## src/shared/itr_map.vh

```
`ifndef ITR_MAP_VH
`define ITR_MAP_VH

// ****************************************
// init sequence ram image
// ****************************************
`define ITR_INIT_ADDR0 11'h000
`define ITR_INIT_ADDR1 11'h001
`define ITR_INIT_DATA0 8'hd1
`define ITR_SOFT_RST_ID 8'h00
`define ITR_INIT_LIMIT_NS 3000

// ****************************************
// clocks and timing
// ****************************************
`define ITR_SYS_MHZ 125
`define ITR_XTAL_MHZ 20
`define ITR_XTAL_ACC_W 5
`define ITR_XTAL_STEP 5'h04
`define ITR_XTAL_MOD 5'h19
`define ITR_CMD_GAP_NS 100
`define ITR_CMD_GAP_TICKS 3'h2
`define ITR_INT_DIS_NS 200
`define ITR_INT_DIS_OSC 3'h4
`define ITR_INT_DIS_XTAL 3'h5
`define ITR_PROHIBIT_NS 3200
`define ITR_PROHIBIT_OSC 3'h4

// ****************************************
// reset values
// ****************************************
`define ITR_MASK_RST 8'h00
`define ITR_PRESEL_RST 3'h0

`endif

```

## src/design/itr_ctl.v

```verilog
// Functional notes
// - bypass low: init writes wait for idle line
// - bypass high: init ignores line activity
// - id write: d1 to 000, id to 001
// - refinement off keeps legacy timing and logic
// - clear commands or successor read drop interrupt
// - legacy interrupt gap scales with data rate
// - refined interrupt gap on fixed 20 MHz
// - refined prescaler select passes synchroniser
// - legacy command gap scales with data rate
// - refined command gap from crystal clock
// - legacy enable commands prohibited after status rise
// - refined status rises at set pulse end
// - refined id writes clear stale probe effects
// - refined mask also cleared by soft reset
// - soft reset on id zero or reset bit
// - soft reset sets both status bits high
// - arbitration base doubles with slow arbitration
`include "itr_map.vh"

module itr_ctl
(
	// clock and reset
	input wire clk_sys,
	input wire rst_n,
	// mode bits
	input wire initWaitBypass,
	input wire refinementEnable,
	input wire slowArbitration,
	input wire cfgResetBit,
	// rate clocks as ticks
	input wire rateOscTick,
	input wire preTick,
	// line and microprogram
	input wire lineIdle,
	// identifier writes
	input wire stationIdWr,
	input wire [7:0] stationIdData,
	input wire probeIdWr,
	// command writes and interrupt causes
	input wire cmdWr,
	input wire cmdEnableTx,
	input wire cmdEnableRx,
	input wire cmdClearInt,
	input wire successorRd,
	input wire intRequest,
	// status set pulses
	input wire txSetPulse,
	input wire rxSetPulse,
	// mask and prescaler writes
	input wire maskWr,
	input wire [7:0] maskData,
	input wire [2:0] prescalerSelectIn,
	// ram write port
	output reg ramWe_r,
	output reg [10:0] ramAddr_r,
	output reg [7:0] ramData_r,
	output reg initDone_r,
	// interrupt
	output reg interruptOutN_r,
	// command handling
	output reg cmdAccept_r,
	output reg cmdRefused_r,
	// status and mask
	output reg transmitterAvailable_r,
	output reg receiverInhibited_r,
	output reg [7:0] mask_r,
	// other outputs
	output reg residualClear_r,
	output reg softReset_r,
	output reg arbTick_r,
	output wire [2:0] prescalerSelect
);

	// ****************************************
	// helpers
	// ****************************************
	// timing tick: crystal when refined, rate oscillator when legacy
	function pickTick;
		input ef;
		input xtal;
		input osc;
		begin
			pickTick = ef ? xtal : osc;
		end
	endfunction

	localparam S_IDLE = 2'h0;
	localparam S_WAIT = 2'h1;
	localparam S_WR0 = 2'h2;
	localparam S_WR1 = 2'h3;

	reg [`ITR_XTAL_ACC_W-1:0] xtalAcc_r;
	reg xtalTick_r;
	reg arbHalf_r;
	reg [1:0] state_r;
	reg [1:0] state_nxt;
	reg [7:0] idLatch_r;
	reg cfgResetD_r;
	reg [2:0] intDisCnt_r;
	reg [2:0] cmdGapCnt_r;
	reg acceptTx_r;
	reg acceptRx_r;
	reg [2:0] prohibitCnt_r;
	reg txPulseD_r;
	reg rxPulseD_r;
	reg [2:0] presetLegacy_r;
	wire [2:0] presetSynced;
	wire [`ITR_XTAL_ACC_W-1:0] xtalSum;
	wire softEvent;
	wire intKick;
	wire timeTick;
	wire txRise;
	wire rxRise;
	wire txFall;
	wire rxFall;
	wire txReturn;
	wire rxReturn;
	wire enableCmd;

	// ****************************************
	// 20 MHz crystal tick from system clock
	// ****************************************
	// fractional step keeps the long-run rate exact, jitter is one cycle
	assign xtalSum = xtalAcc_r + `ITR_XTAL_STEP;

	always @(posedge clk_sys or negedge rst_n)
	begin
		if (!rst_n)
		begin
			xtalAcc_r <= {`ITR_XTAL_ACC_W{1'b0}};
			xtalTick_r <= 1'b0;
		end
		else if (xtalSum >= `ITR_XTAL_MOD)
		begin
			xtalAcc_r <= xtalSum - `ITR_XTAL_MOD;
			xtalTick_r <= 1'b1;
		end
		else
		begin
			xtalAcc_r <= xtalSum;
			xtalTick_r <= 1'b0;
		end
	end

	// ****************************************
	// arbitration time base
	// ****************************************
	always @(posedge clk_sys or negedge rst_n)
	begin
		if (!rst_n)
		begin
			arbHalf_r <= 1'b0;
			arbTick_r <= 1'b0;
		end
		else
		begin
			if (rateOscTick)
				arbHalf_r <= ~arbHalf_r;
			arbTick_r <= rateOscTick & (~slowArbitration | arbHalf_r);
		end
	end

	// ****************************************
	// soft reset detection
	// ****************************************
	assign softEvent = (stationIdWr && stationIdData == `ITR_SOFT_RST_ID)
		|| (cfgResetBit && !cfgResetD_r);

	always @(posedge clk_sys or negedge rst_n)
	begin
		if (!rst_n)
		begin
			cfgResetD_r <= 1'b0;
			softReset_r <= 1'b0;
			residualClear_r <= 1'b0;
		end
		else
		begin
			cfgResetD_r <= cfgResetBit;
			softReset_r <= softEvent;
			// legacy leaves stale probe effects to age out
			residualClear_r <= refinementEnable
				& (probeIdWr | stationIdWr);
		end
	end

	// ****************************************
	// ram initialisation sequence
	// ****************************************
	always @*
	begin
		state_nxt = state_r;
		case (state_r)
			S_IDLE:
				if (stationIdWr)
					state_nxt = S_WAIT;
			S_WAIT:
				// bypass decodes the init routine and skips the idle wait
				if (initWaitBypass || lineIdle)
					state_nxt = S_WR0;
			S_WR0:
				state_nxt = S_WR1;
			S_WR1:
				state_nxt = S_IDLE;
			default:
				state_nxt = S_IDLE;
		endcase
	end

	always @(posedge clk_sys or negedge rst_n)
	begin
		if (!rst_n)
		begin
			state_r <= S_IDLE;
			idLatch_r <= 8'h00;
			ramWe_r <= 1'b0;
			ramAddr_r <= `ITR_INIT_ADDR0;
			ramData_r <= 8'h00;
			initDone_r <= 1'b0;
		end
		else
		begin
			state_r <= state_nxt;
			if (stationIdWr)
			begin
				idLatch_r <= stationIdData;
				initDone_r <= 1'b0;
			end
			ramWe_r <= 1'b0;
			if (state_r == S_WR0)
			begin
				ramWe_r <= 1'b1;
				ramAddr_r <= `ITR_INIT_ADDR0;
				ramData_r <= `ITR_INIT_DATA0;
			end
			else if (state_r == S_WR1)
			begin
				ramWe_r <= 1'b1;
				ramAddr_r <= `ITR_INIT_ADDR1;
				ramData_r <= idLatch_r;
				initDone_r <= 1'b1;
			end
		end
	end

	// ****************************************
	// interrupt disable window
	// ****************************************
	assign intKick = (cmdWr & cmdClearInt) | successorRd;
	assign timeTick = pickTick(refinementEnable, xtalTick_r, rateOscTick);

	always @(posedge clk_sys or negedge rst_n)
	begin
		if (!rst_n)
		begin
			intDisCnt_r <= 3'h0;
			interruptOutN_r <= 1'b1;
		end
		else
		begin
			if (intKick && !interruptOutN_r)
				intDisCnt_r <= refinementEnable ? `ITR_INT_DIS_XTAL
					: `ITR_INT_DIS_OSC;
			else if (intDisCnt_r != 3'h0 && timeTick)
				intDisCnt_r <= intDisCnt_r - 3'h1;
			interruptOutN_r <= ~(intRequest && intDisCnt_r == 3'h0
				&& !(intKick && !interruptOutN_r));
		end
	end

	// ****************************************
	// command write interval and prohibition
	// ****************************************
	assign enableCmd = cmdEnableTx | cmdEnableRx;

	always @(posedge clk_sys or negedge rst_n)
	begin
		if (!rst_n)
		begin
			cmdGapCnt_r <= 3'h0;
			cmdAccept_r <= 1'b0;
			cmdRefused_r <= 1'b0;
			acceptTx_r <= 1'b0;
			acceptRx_r <= 1'b0;
		end
		else
		begin
			cmdAccept_r <= 1'b0;
			cmdRefused_r <= 1'b0;
			acceptTx_r <= 1'b0;
			acceptRx_r <= 1'b0;
			if (cmdWr && (cmdGapCnt_r != 3'h0
				|| (enableCmd && prohibitCnt_r != 3'h0)))
				cmdRefused_r <= 1'b1;
			else if (cmdWr)
			begin
				cmdAccept_r <= 1'b1;
				// qualifiers are gone once the host drops the strobe
				acceptTx_r <= cmdEnableTx;
				acceptRx_r <= cmdEnableRx;
				cmdGapCnt_r <= `ITR_CMD_GAP_TICKS;
			end
			else if (cmdGapCnt_r != 3'h0
				&& pickTick(refinementEnable, xtalTick_r, rateOscTick))
				cmdGapCnt_r <= cmdGapCnt_r - 3'h1;
		end
	end

	// ****************************************
	// transmitter and receiver status bits
	// ****************************************
	assign txRise = txSetPulse & ~txPulseD_r;
	assign rxRise = rxSetPulse & ~rxPulseD_r;
	assign txFall = ~txSetPulse & txPulseD_r;
	assign rxFall = ~rxSetPulse & rxPulseD_r;
	// legacy returns high at pulse start, refined at its end
	assign txReturn = refinementEnable ? txFall : txRise;
	assign rxReturn = refinementEnable ? rxFall : rxRise;

	always @(posedge clk_sys or negedge rst_n)
	begin
		if (!rst_n)
		begin
			txPulseD_r <= 1'b0;
			rxPulseD_r <= 1'b0;
			transmitterAvailable_r <= 1'b1;
			receiverInhibited_r <= 1'b1;
			prohibitCnt_r <= 3'h0;
		end
		else
		begin
			txPulseD_r <= txSetPulse;
			rxPulseD_r <= rxSetPulse;
			if (softEvent)
			begin
				transmitterAvailable_r <= 1'b1;
				receiverInhibited_r <= 1'b1;
			end
			else
			begin
				if (txReturn)
					transmitterAvailable_r <= 1'b1;
				else if (acceptTx_r)
					transmitterAvailable_r <= 1'b0;
				if (rxReturn)
					receiverInhibited_r <= 1'b1;
				else if (acceptRx_r)
					receiverInhibited_r <= 1'b0;
			end
			// the pulse still running after the rise is the hazard
			if (!refinementEnable && (txRise || rxRise))
				prohibitCnt_r <= `ITR_PROHIBIT_OSC;
			else if (refinementEnable)
				prohibitCnt_r <= 3'h0;
			else if (prohibitCnt_r != 3'h0 && rateOscTick)
				prohibitCnt_r <= prohibitCnt_r - 3'h1;
		end
	end

	// ****************************************
	// interrupt mask
	// ****************************************
	always @(posedge clk_sys or negedge rst_n)
	begin
		if (!rst_n)
			mask_r <= `ITR_MASK_RST;
		else if (softEvent && refinementEnable)
			mask_r <= `ITR_MASK_RST;
		else if (maskWr)
			mask_r <= maskData;
	end

	// ****************************************
	// prescaler select path
	// ****************************************
	// legacy path is a plain copy, free to glitch the divided clock
	always @(posedge clk_sys or negedge rst_n)
	begin
		if (!rst_n)
			presetLegacy_r <= `ITR_PRESEL_RST;
		else
			presetLegacy_r <= prescalerSelectIn;
	end

	itr_sync uSync
	(
		.clk_sys(clk_sys),
		.rst_n(rst_n),
		.preTick(preTick),
		.selIn(prescalerSelectIn),
		.selOut_r(presetSynced)
	);

	// host keeps select at zero above 5 Mbps, so no guard here
	assign prescalerSelect = refinementEnable ? presetSynced
		: presetLegacy_r;

endmodule // itr_ctl

```

## src/design/itr_sync.v

```verilog
// ****************************************
// prescaler select synchroniser
// ****************************************
`include "itr_map.vh"

module itr_sync
(
	// clock and reset
	input wire clk_sys,
	input wire rst_n,
	// prescaler internal clock as a tick
	input wire preTick,
	// select word in and out
	input wire [2:0] selIn,
	output reg [2:0] selOut_r
);

	reg [2:0] stage1_r;
	reg [2:0] stage2_r;
	reg [2:0] stage3_r;

	// stage1 is read only by stage2; stage3 compares settled copies
	always @(posedge clk_sys or negedge rst_n)
	begin
		if (!rst_n)
		begin
			stage1_r <= `ITR_PRESEL_RST;
			stage2_r <= `ITR_PRESEL_RST;
			stage3_r <= `ITR_PRESEL_RST;
			selOut_r <= `ITR_PRESEL_RST;
		end
		else if (preTick)
		begin
			stage1_r <= selIn;
			stage2_r <= stage1_r;
			stage3_r <= stage2_r;
			if (stage2_r == stage3_r)
				selOut_r <= stage3_r;
		end
	end

endmodule // itr_sync

```

## config.mk

```make
export PLATFORM = sky130hd
export DESIGN_NAME = itr_ctl
export DESIGN_NICKNAME = d
export VERILOG_FILES = /design/src/design/itr_ctl.v /design/src/design/itr_sync.v
export VERILOG_INCLUDE_DIRS = /design/src /design/src/shared
export SDC_FILE = /design/constraint.sdc
export NUM_CORES = 1
export LEC_CHECK = 0
export BUFFER_PORTS_ARGS = -buffer_cell sky130_fd_sc_hd__buf_2
export CAP_MARGIN = 5
export CORE_MARGIN = 2
export CORE_UTILIZATION = 46
export DETAILED_ROUTE_END_ITERATION = 16
export GPL_TIMING_DRIVEN = 0
export PLACE_DENSITY = 0.7
export SYNTH_ARGS = -nofsm -noshare
export SYNTH_HDL_FRONTEND = slang
export SYNTH_SLANG_ARGS = --single-unit
```

## constraint.sdc

```tcl
create_clock -name clk_sys -period 2.7 [get_ports clk_sys]
set_clock_uncertainty 0.2 [all_clocks]
set_input_delay 0.54 -clock clk_sys [delete_from_list [all_inputs] [get_ports clk_sys]]
set_output_delay 0.54 -clock clk_sys [all_outputs]
set_load 0.02 [all_outputs]
```

* Word level (Yosys, flattened, before mapping) *
Cells that the tools add are included.

storage, ports and cells
  register bits = 83
  input bits = 39
  output and inout bits = 40
  word-level logic and storage cells = 139

operators by class
  add/subtract/negate cells = 5
  order comparisons = 1
  eq/ne operators = 6
  muxes and demuxes = 41
  bitwise gates (word level) = 19
  reduce and logical (&&, ||, !) cells = 36

operators by type and width
  kind                 count
  $mux 8               4
  $mux 3               8
  $mux 1               23
  $mux 11              2
  $reduce_bool 3->1    6
  $logic_and 1x1->1    12
  $sub 3x1->3 const B  3
  $logic_not 8->1      1
  $not 1->1            8
  $pmux 2 s4           1
  $reduce_bool 2->1    4
  $and 1x1->1          7
  $reduce_and 2->1     3
  $add 5x3->5 const B  1
  $ge 5x5->1 const B   1
  $mux 5               1
  $sub 5x5->5 const B  1
  $eq 2x2->1 const B   2
  $logic_not 1->1      4
  $logic_or 1x1->1     4
  $mux 2               2
  $ne 2x2->1 const B   2
  $or 1x1->1           4
  $eq 3x3->1           1
  3 further kinds      3

* Longest topological paths before layout *
Gate-level depths: netlist of run 1.

  depth in word-level cells = 6
  mapped depth = 7
  mapped depth without buffers = 7

* Modules after synthesis *
A second synthesis of run 1 with hierarchy kept.

second synthesis, totals
  cells, all modules = 262
  area, all modules = 3213.1 um^2

modules (own cells, without submodules)
  module    times used  cells an instance  area an instance (um^2)  seq. area each (um^2)
  itr_ctl   1           233                2737.6                   1530.2
  itr_sync  1           29                 475.5                    300.3

* Worst setup path before layout of run 1 *
OpenSTA, ideal clock, no wires.

  path kind = input to output
  start point = in refinementEnable
  end point = out prescalerSelect[1]
  data arrival time = 1.096 ns
  data required time = 1.960 ns
  setup slack = 0.864 ns
  cell stages on the path = 2
  path buffers = 1
  cell sequence = buf_2 -> mux2_2

between the ends
  word-level cells in the longest chain between the ends = 1

ends and longest elaborated chain
  what             RTL line       source
  start, declared  itr_ctl.v:28   input wire refinementEnable,
  $mux 3           itr_ctl.v:396  assign prescalerSelect = refinementEnable ? presetSynced
  end, declared    itr_ctl.v:72   output wire [2:0] prescalerSelect

Every way passes these cells.

* Worst setup path after layout of run 1 *
Ends and elaborated chain as after synthesis.

==> results of run 1 <==
[per-layer routing]
layer  global-route usage  part of all wire  up-vias
li1                     -                 -     1059
met1                0.203              0.47     1048
met2                0.244              0.47       51
met3               0.0481             0.048       10
met4               0.0783             0.019        0
met5                    0                 0        -
[timing repair]
action                    4_1_cts  5_1_grt
hold endpoints to repair        1        0
hold buffers                    1        0
setup buffers                   0        0
[area by class of cell]
type	instances	area (µm²)	share of cell area
plain buffers	17	108	0.0273
clock buffers	16	170	0.0431
inverters	21	78.8	0.0200
multi-input cells	166	1260	0.320
flip-flops and latches	73	1830	0.464
well taps	96	120	0.0305
repair buffers	69	375	0.0952
[power groups by stage]
| stage | registers, mW | logic [mW] | clock network, mW |
|---|---|---|---|
| after floorplan | 1.57 | 0.536 | 0 |
| after global placement | 1.46 | 0.890 | 0 |
| after detailed placement | 1.47 | 0.932 | 0 |
| after CTS | 1.44 | 0.936 | 0.780 |
| after global routing | 1.47 | 1.05 | 0.819 |
| final | 1.44 | 0.918 | 0.755 |
[per-stage QoR]
step	util	worst slack, ns	instances	power, mW
floorplan	-	0.864	277	2.10
global placement	0.550	0.449	440	2.35
detailed placement	0.554	0.441	441	2.40
CTS	0.580	0.440	458	3.16
global route	0.580	0.387	458	3.34
finish	0.580	0.457	458	3.12
[state kept, by name (all words and copies together), names as in the netlist, 2 cells and up]
| name | count |
|---|---|
| uSync.stage2_r | 3 |
| cmdGapCnt_r | 3 |
| idLatch_r | 8 |
| uSync.stage1_r | 3 |
| presetLegacy_r | 3 |
| uSync.selOut_r | 3 |
| state_r | 2 |
| ramData_r | 8 |
| uSync.stage3_r | 3 |
| mask_r | 8 |
| intDisCnt_r | 3 |
| xtalAcc_r | 5 |
| prohibitCnt_r | 3 |
[cell families after synthesis]
group | Yosys count | share of synthesized area
compound gates | 30 | 0.0690
xor+xnor | 11 | 0.0297
fa+ha+maj | 15 | 0.0578
buf+inv | 38 | 0.0575
flops | 73 | 0.564
mux | 35 | 0.116
other cells | 1 | 0.00116
simple gates | 65 | 0.105
[worst min path at each step]
stage / start / endpoint / slack [ns]
6_report: prescalerSelectIn[1] / presetLegacy_r[1] / 0.12
5_1_grt: prescalerSelectIn[1] / presetLegacy_r[1] / 0.1
4_1_cts: prescalerSelectIn[1] / presetLegacy_r[1] / 0.1
3_5_place_dp: rst_n / ramWe_r / 0.14
3_3_place_gp: arbHalf_r / arbHalf_r / 0.25
2_1_floorplan: rst_n / acceptRx_r / 0.04
[placed cells by master, fill, tap and decap left out, types with 3 or more instances in the layout]
| cell type | Yosys | layout |
|---|---|---|
| nor3_1 | 3 | 3 |
| conb_1 | 1 | 10 |
| xnor2_1 | 9 | 9 |
| and2_1 | 7 | 7 |
| nand3_1 | 3 | 3 |
| o21ai_0 | 4 | 4 |
| nand2_1 | 8 | 8 |
| mux2_2 | 21 | 21 |
| nor3b_1 | 3 | 3 |
| a211o_1 | 4 | 4 |
| clkbuf_8 | 0 | 11 |
| buf_4 | 10 | 11 |
| inv_1 | 21 | 21 |
| clkbuf_1 | 1 | 6 |
| or2_2 | 3 | 3 |
| mux2i_1 | 14 | 14 |
| ha_1 | 15 | 15 |
| dfrtp_1 | 70 | 70 |
| dfstp_2 | 3 | 3 |
| nor2_1 | 24 | 24 |
| a21oi_1 | 5 | 5 |
| buf_2 | 5 | 71 |
| nand2b_1 | 4 | 4 |
==> run metrics, run 1 <==
critical setup path kind=in2out; Slew headroom=0.646; Cell Area, Placed=3760 µm²; WP data arrival=1.50 ns; Peak VDD IR=0.265 mV; Logic pwr share=0.295; # port buffers=67; max-slew violation count=0; outcome=finished clean; synth cell count leaders=70 x dfrtp_1, 24 x nor2_1, 21 x inv_1, 21 x mux2_2, 15 x ha_1; clock tree buffer depth=2; FF-to-FF setup slack=0.89 ns; gr ovfl total=0; DRT antenna net count=0; crit start category=input port; Clk pin slew, worst setup/hold paths=0.07 ns; post-layout minimum cycle time=2.24 ns; GPL Wtd Cong=0.737; Pint=2.12 mW; Critical R2R Launch=cmdGapCnt_r[0]; final worst path period share=0.831; DRC viols=0; worst hold stages=1; post-synthesis cell area=3240 µm²; Initial Util=0.478; synth top area cells=dfrtp_1 54%, mux2_2 7.3%, ha_1 5.8%; largest net degree at the start of global routing=73; syn avg cell area=12.1 µm²; worst path bufs/invs=3; sequential share of the synthesized area=0.564; TritonCTS buffer count=9; total track usage=0.158; r2r worst-path depth=6; cell taking the most area after synthesis=dfrtp_1; Worst setup EP type=output port; crit-path max cell delay=0.37 ns; Crit path depth=4; P_sw=1.00 mW; fraction of layout cells with a size suffix above 1=0.348; total iterations of the first detailed-routing run=5; initial antenna violation count=0; die height=88.0 µm; Antenna diodes=0; synth unique cells=46; H-tree depth=3; Synth top area share=0.540; number of synthesized flops with an enable pin=0; row cnt=30; CP dominant cell by count=buf_2; CTS tree=yes; Finish-stage setup viols=0; Vias/cell=4.73; most common cell in the netlist=dfrtp_1; DRT Wirelength=5.68 mm; switch share=0.321; post-CTS sizing=0; Core ar.=6790 µm²; fraction of registers with async set/reset=1.00; worst-margin pin slew=0.531 ns; Seq pwr share=0.463; Synth Register Bits=73; DP HPWL=4.12 mm; DRT iter0 DRCs=62; crit path max fanout=10; static leakage=1.97 nW; WL/cell=12.4 µm; synthesis-to-layout area growth=21.6%; Crit path required time=1.96 ns; I/O pins=79; Mapped Cells=268; Crit-path slowest cell=mux2_2; RR Endpoint=cmdGapCnt_r[0]; Design Area, Final=3940 µm²; Die Width=88.0 µm; first-pass GRT wire length=9.20 mm; vias in the first global route=2051; NumNets Final=411; Fillers=588; Final Hold Vio Count=0; Worst-Skew Late Latency=0.34 ns; Root Driver=clkbuf_8; CP Cell Sequence=buf_2 -> buf_2 -> mux2_2 -> buf_2; max-cap violations=0; Die Area=7740 µm²; total clock sinks=73; FMAX=446 MHz; Setup crit start=refinementEnable; pwr/cell area=790 nW/µm²; hold crit path type=in2reg; Primary FF master, synth=dfrtp_1; RSZ-0062 raised after global routing=no; YS warnings=0; Critical Path Sink=prescalerSelect[1]; Clock power frac=0.242; sum of negative setup slack=0 ns; Hold WS=0.115 ns; CP top delay family=buffers and inverters; total number of vias=2168
Power figures use the tool's default switching activity.
==> run 2, diff against run 1 <==
--- a/config.mk
+++ b/config.mk
@@ -12,7 +12,7 @@
 export CORE_UTILIZATION = 46
 export DETAILED_ROUTE_END_ITERATION = 16
 export GPL_TIMING_DRIVEN = 0
-export PLACE_DENSITY = 0.7
+export PLACE_DENSITY = 0.73
 export SYNTH_ARGS = -nofsm -noshare
 export SYNTH_HDL_FRONTEND = slang
 export SYNTH_SLANG_ARGS = --single-unit
==> constraint.sdc (replaced) <==
create_clock -name clk_sys -period 1.8 [get_ports clk_sys]
set_clock_uncertainty 0.2 [all_clocks]
set_input_delay 0.36 -clock clk_sys [delete_from_list [all_inputs] [get_ports clk_sys]]
set_output_delay 0.36 -clock clk_sys [all_outputs]
set_load 0.02 [all_outputs]
==> run metrics, run 2 (synthesized netlist as in run 1, its figures left out) <==
Final Instance Count excl. Fillers=466 (+1.7%); Cell Area, Placed=3740 µm² (-0.73%); Crit path required time=1.24 ns (-0.72 ns); die height=88.0 µm (unchanged); Vias/cell=4.67 (-1.4%); final worst path period share=0.969; Design Area, Final=4030 µm² (+2.1%); largest net degree at the start of global routing=74 (+1.4%); static leakage=2.00 nW (+1.8%); NumNets Final=419 (+1.9%); dpl cells=440 (-0.23%); DP HPWL=4.10 mm (-0.44%); worst-margin pin slew=0.900 ns (+0.369 ns); Fillers=583 (-0.85%); Power Total=4.70 mW (+51%); sum of negative setup slack=0 ns (unchanged); H-tree depth=3 (unchanged); first-pass GRT wire length=9.41 mm (+2.2%); I/O pins=79 (unchanged); GPL Wtd Cong=0.733 (-0.54%); WP data arrival=1.18 ns (-0.32 ns); Finish-stage setup viols=0 (unchanged); RSZ-0062 raised after global routing=no; synthesis-to-layout area growth=24.1%; Slew headroom=0.400 (-0.246); DRT antenna net count=0 (unchanged); crit start category=input port; WL/cell=12.4 µm (+0.20%); hold crit path type=in2reg; Worst-Skew Late Latency=0.33 ns (about the same); gr ovfl total=0 (unchanged); DRT Wirelength=5.79 mm (+2.0%); crit path max fanout=10 (unchanged); Antenna diodes=0 (unchanged); most frequent cells in the layout=70 x dfrtp_1, 69 x buf_2, 24 x nor2_1; # port buffers=67 (unchanged); Final Worst Setup Slack=0.0559 ns (-0.401 ns); total clock sinks=73 (unchanged); vias in the first global route=2062 (+0.54%); Clk pin slew, worst setup/hold paths=0.07 ns (about the same); CTS tree=yes; outcome=finished clean; fin util=0.593 (+0.0122); most common cell after layout, fill and taps aside=dfrtp_1; Root Driver=clkbuf_8; initial antenna violation count=0 (unchanged); Core ar.=6790 µm² (unchanged); top flop regs=idLatch_r x8, mask_r x8, ramData_r x8; DRT iter0 DRCs=62 (unchanged); pwr/cell area=1170 nW/µm² (+48%); TritonCTS buffer count=9 (unchanged); DRC viols=0 (unchanged); max-cap violations=0 (unchanged); Peak VDD IR=0.460 mV (+74%); Final Hold Vio Count=0 (unchanged); critical setup path kind=in2out; FMAX=573 MHz; total track usage=0.160 (+0.00225); fraction of layout cells with a size suffix above 1=0.351 (+0.00329); CP Cell Sequence=clkbuf_4 -> buf_6 -> mux2_2 -> buf_2; pre-CTS WS=-0.0820 ns (-0.523 ns); Initial Util=0.478 (unchanged); Die Width=88.0 µm (unchanged); crit-path max cell delay=0.33 ns (-0.04 ns); Hold WS=0.0371 ns (-0.0781 ns); row cnt=30 (unchanged); clock tree buffer depth=2 (unchanged); total iterations of the first detailed-routing run=4 (-1); max-slew violation count=0 (unchanged); post-layout minimum cycle time=1.74 ns; Crit-path slowest cell=mux2_2; total number of vias=2175 (+0.32%); Worst setup EP type=output port; Die Area=7740 µm² (unchanged)
==> run 2: cell types whose count changed in the layout (fill, tap and decap cells not counted), moves of 2 or more <==
cell and delta:
buf_2 -2, clkbuf_1 -3, clkinv_2 +3, dlygate4sd3_1 +8
==> run 2: what timing repair did <==
action                     in CTS  in global routing
setup buffers                   0                  1
pin swaps                       0                  0
hold buffers                    9                  0
hold endpoints to repair       70                  0
setup endpoints to repair       1                  4
resized for setup               2                  4
==> run 2: path summary, 6_finish.rpt <==
path / start / endpoint / slack (ns) / cells after the start
setup / recovery: refinementEnable / prescalerSelect[1] / 0.06 / 4
hold / removal: probeIdWr / residualClear_r / 0.04 / 2
setup reg to reg: cmdGapCnt_r[0] / cmdGapCnt_r[0] / 0.11 / 7
hold reg to reg: arbHalf_r / arbHalf_r / 0.27 / 1
max in group asynchronous: rst_n / xtalAcc_r[2] / 0.32 / 2
min in group asynchronous: rst_n / ramWe_r / 0.49 / 2
==> run 2: power by group <==
group	switching (mW)	internal, mW
registers	0.186	1.99
clock network	0.563	0.570
logic	0.768	0.624
total	1.52	3.18
==> run 2: area by class of cell <==
type,count,area (µm²),area share
sequential,73,1830,0.455
tap,96,120,0.0298
clock inverter,3,15.0,0.00373
multi-input combinational,166,1270,0.316
timing repair buffer,77,438,0.109
clock buffer,13,159,0.0395
inverter,21,78.8,0.0196
buffer,17,114,0.0283
==> run 2: worst max-delay path, delay by kind of cell <==
kind / cells / cell delay [ns]
mux: 1 / 0.33
buf+inv: 3 / 0.49
==> run 2: layer usage <==
layer  up-vias  wire (µm)  global-route usage
li1       1077          -                   -
met1      1036       2680               0.213
met2        55       2700               0.243
met3         7        333              0.0537
met4         0         80              0.0643
met5         -          0                   0
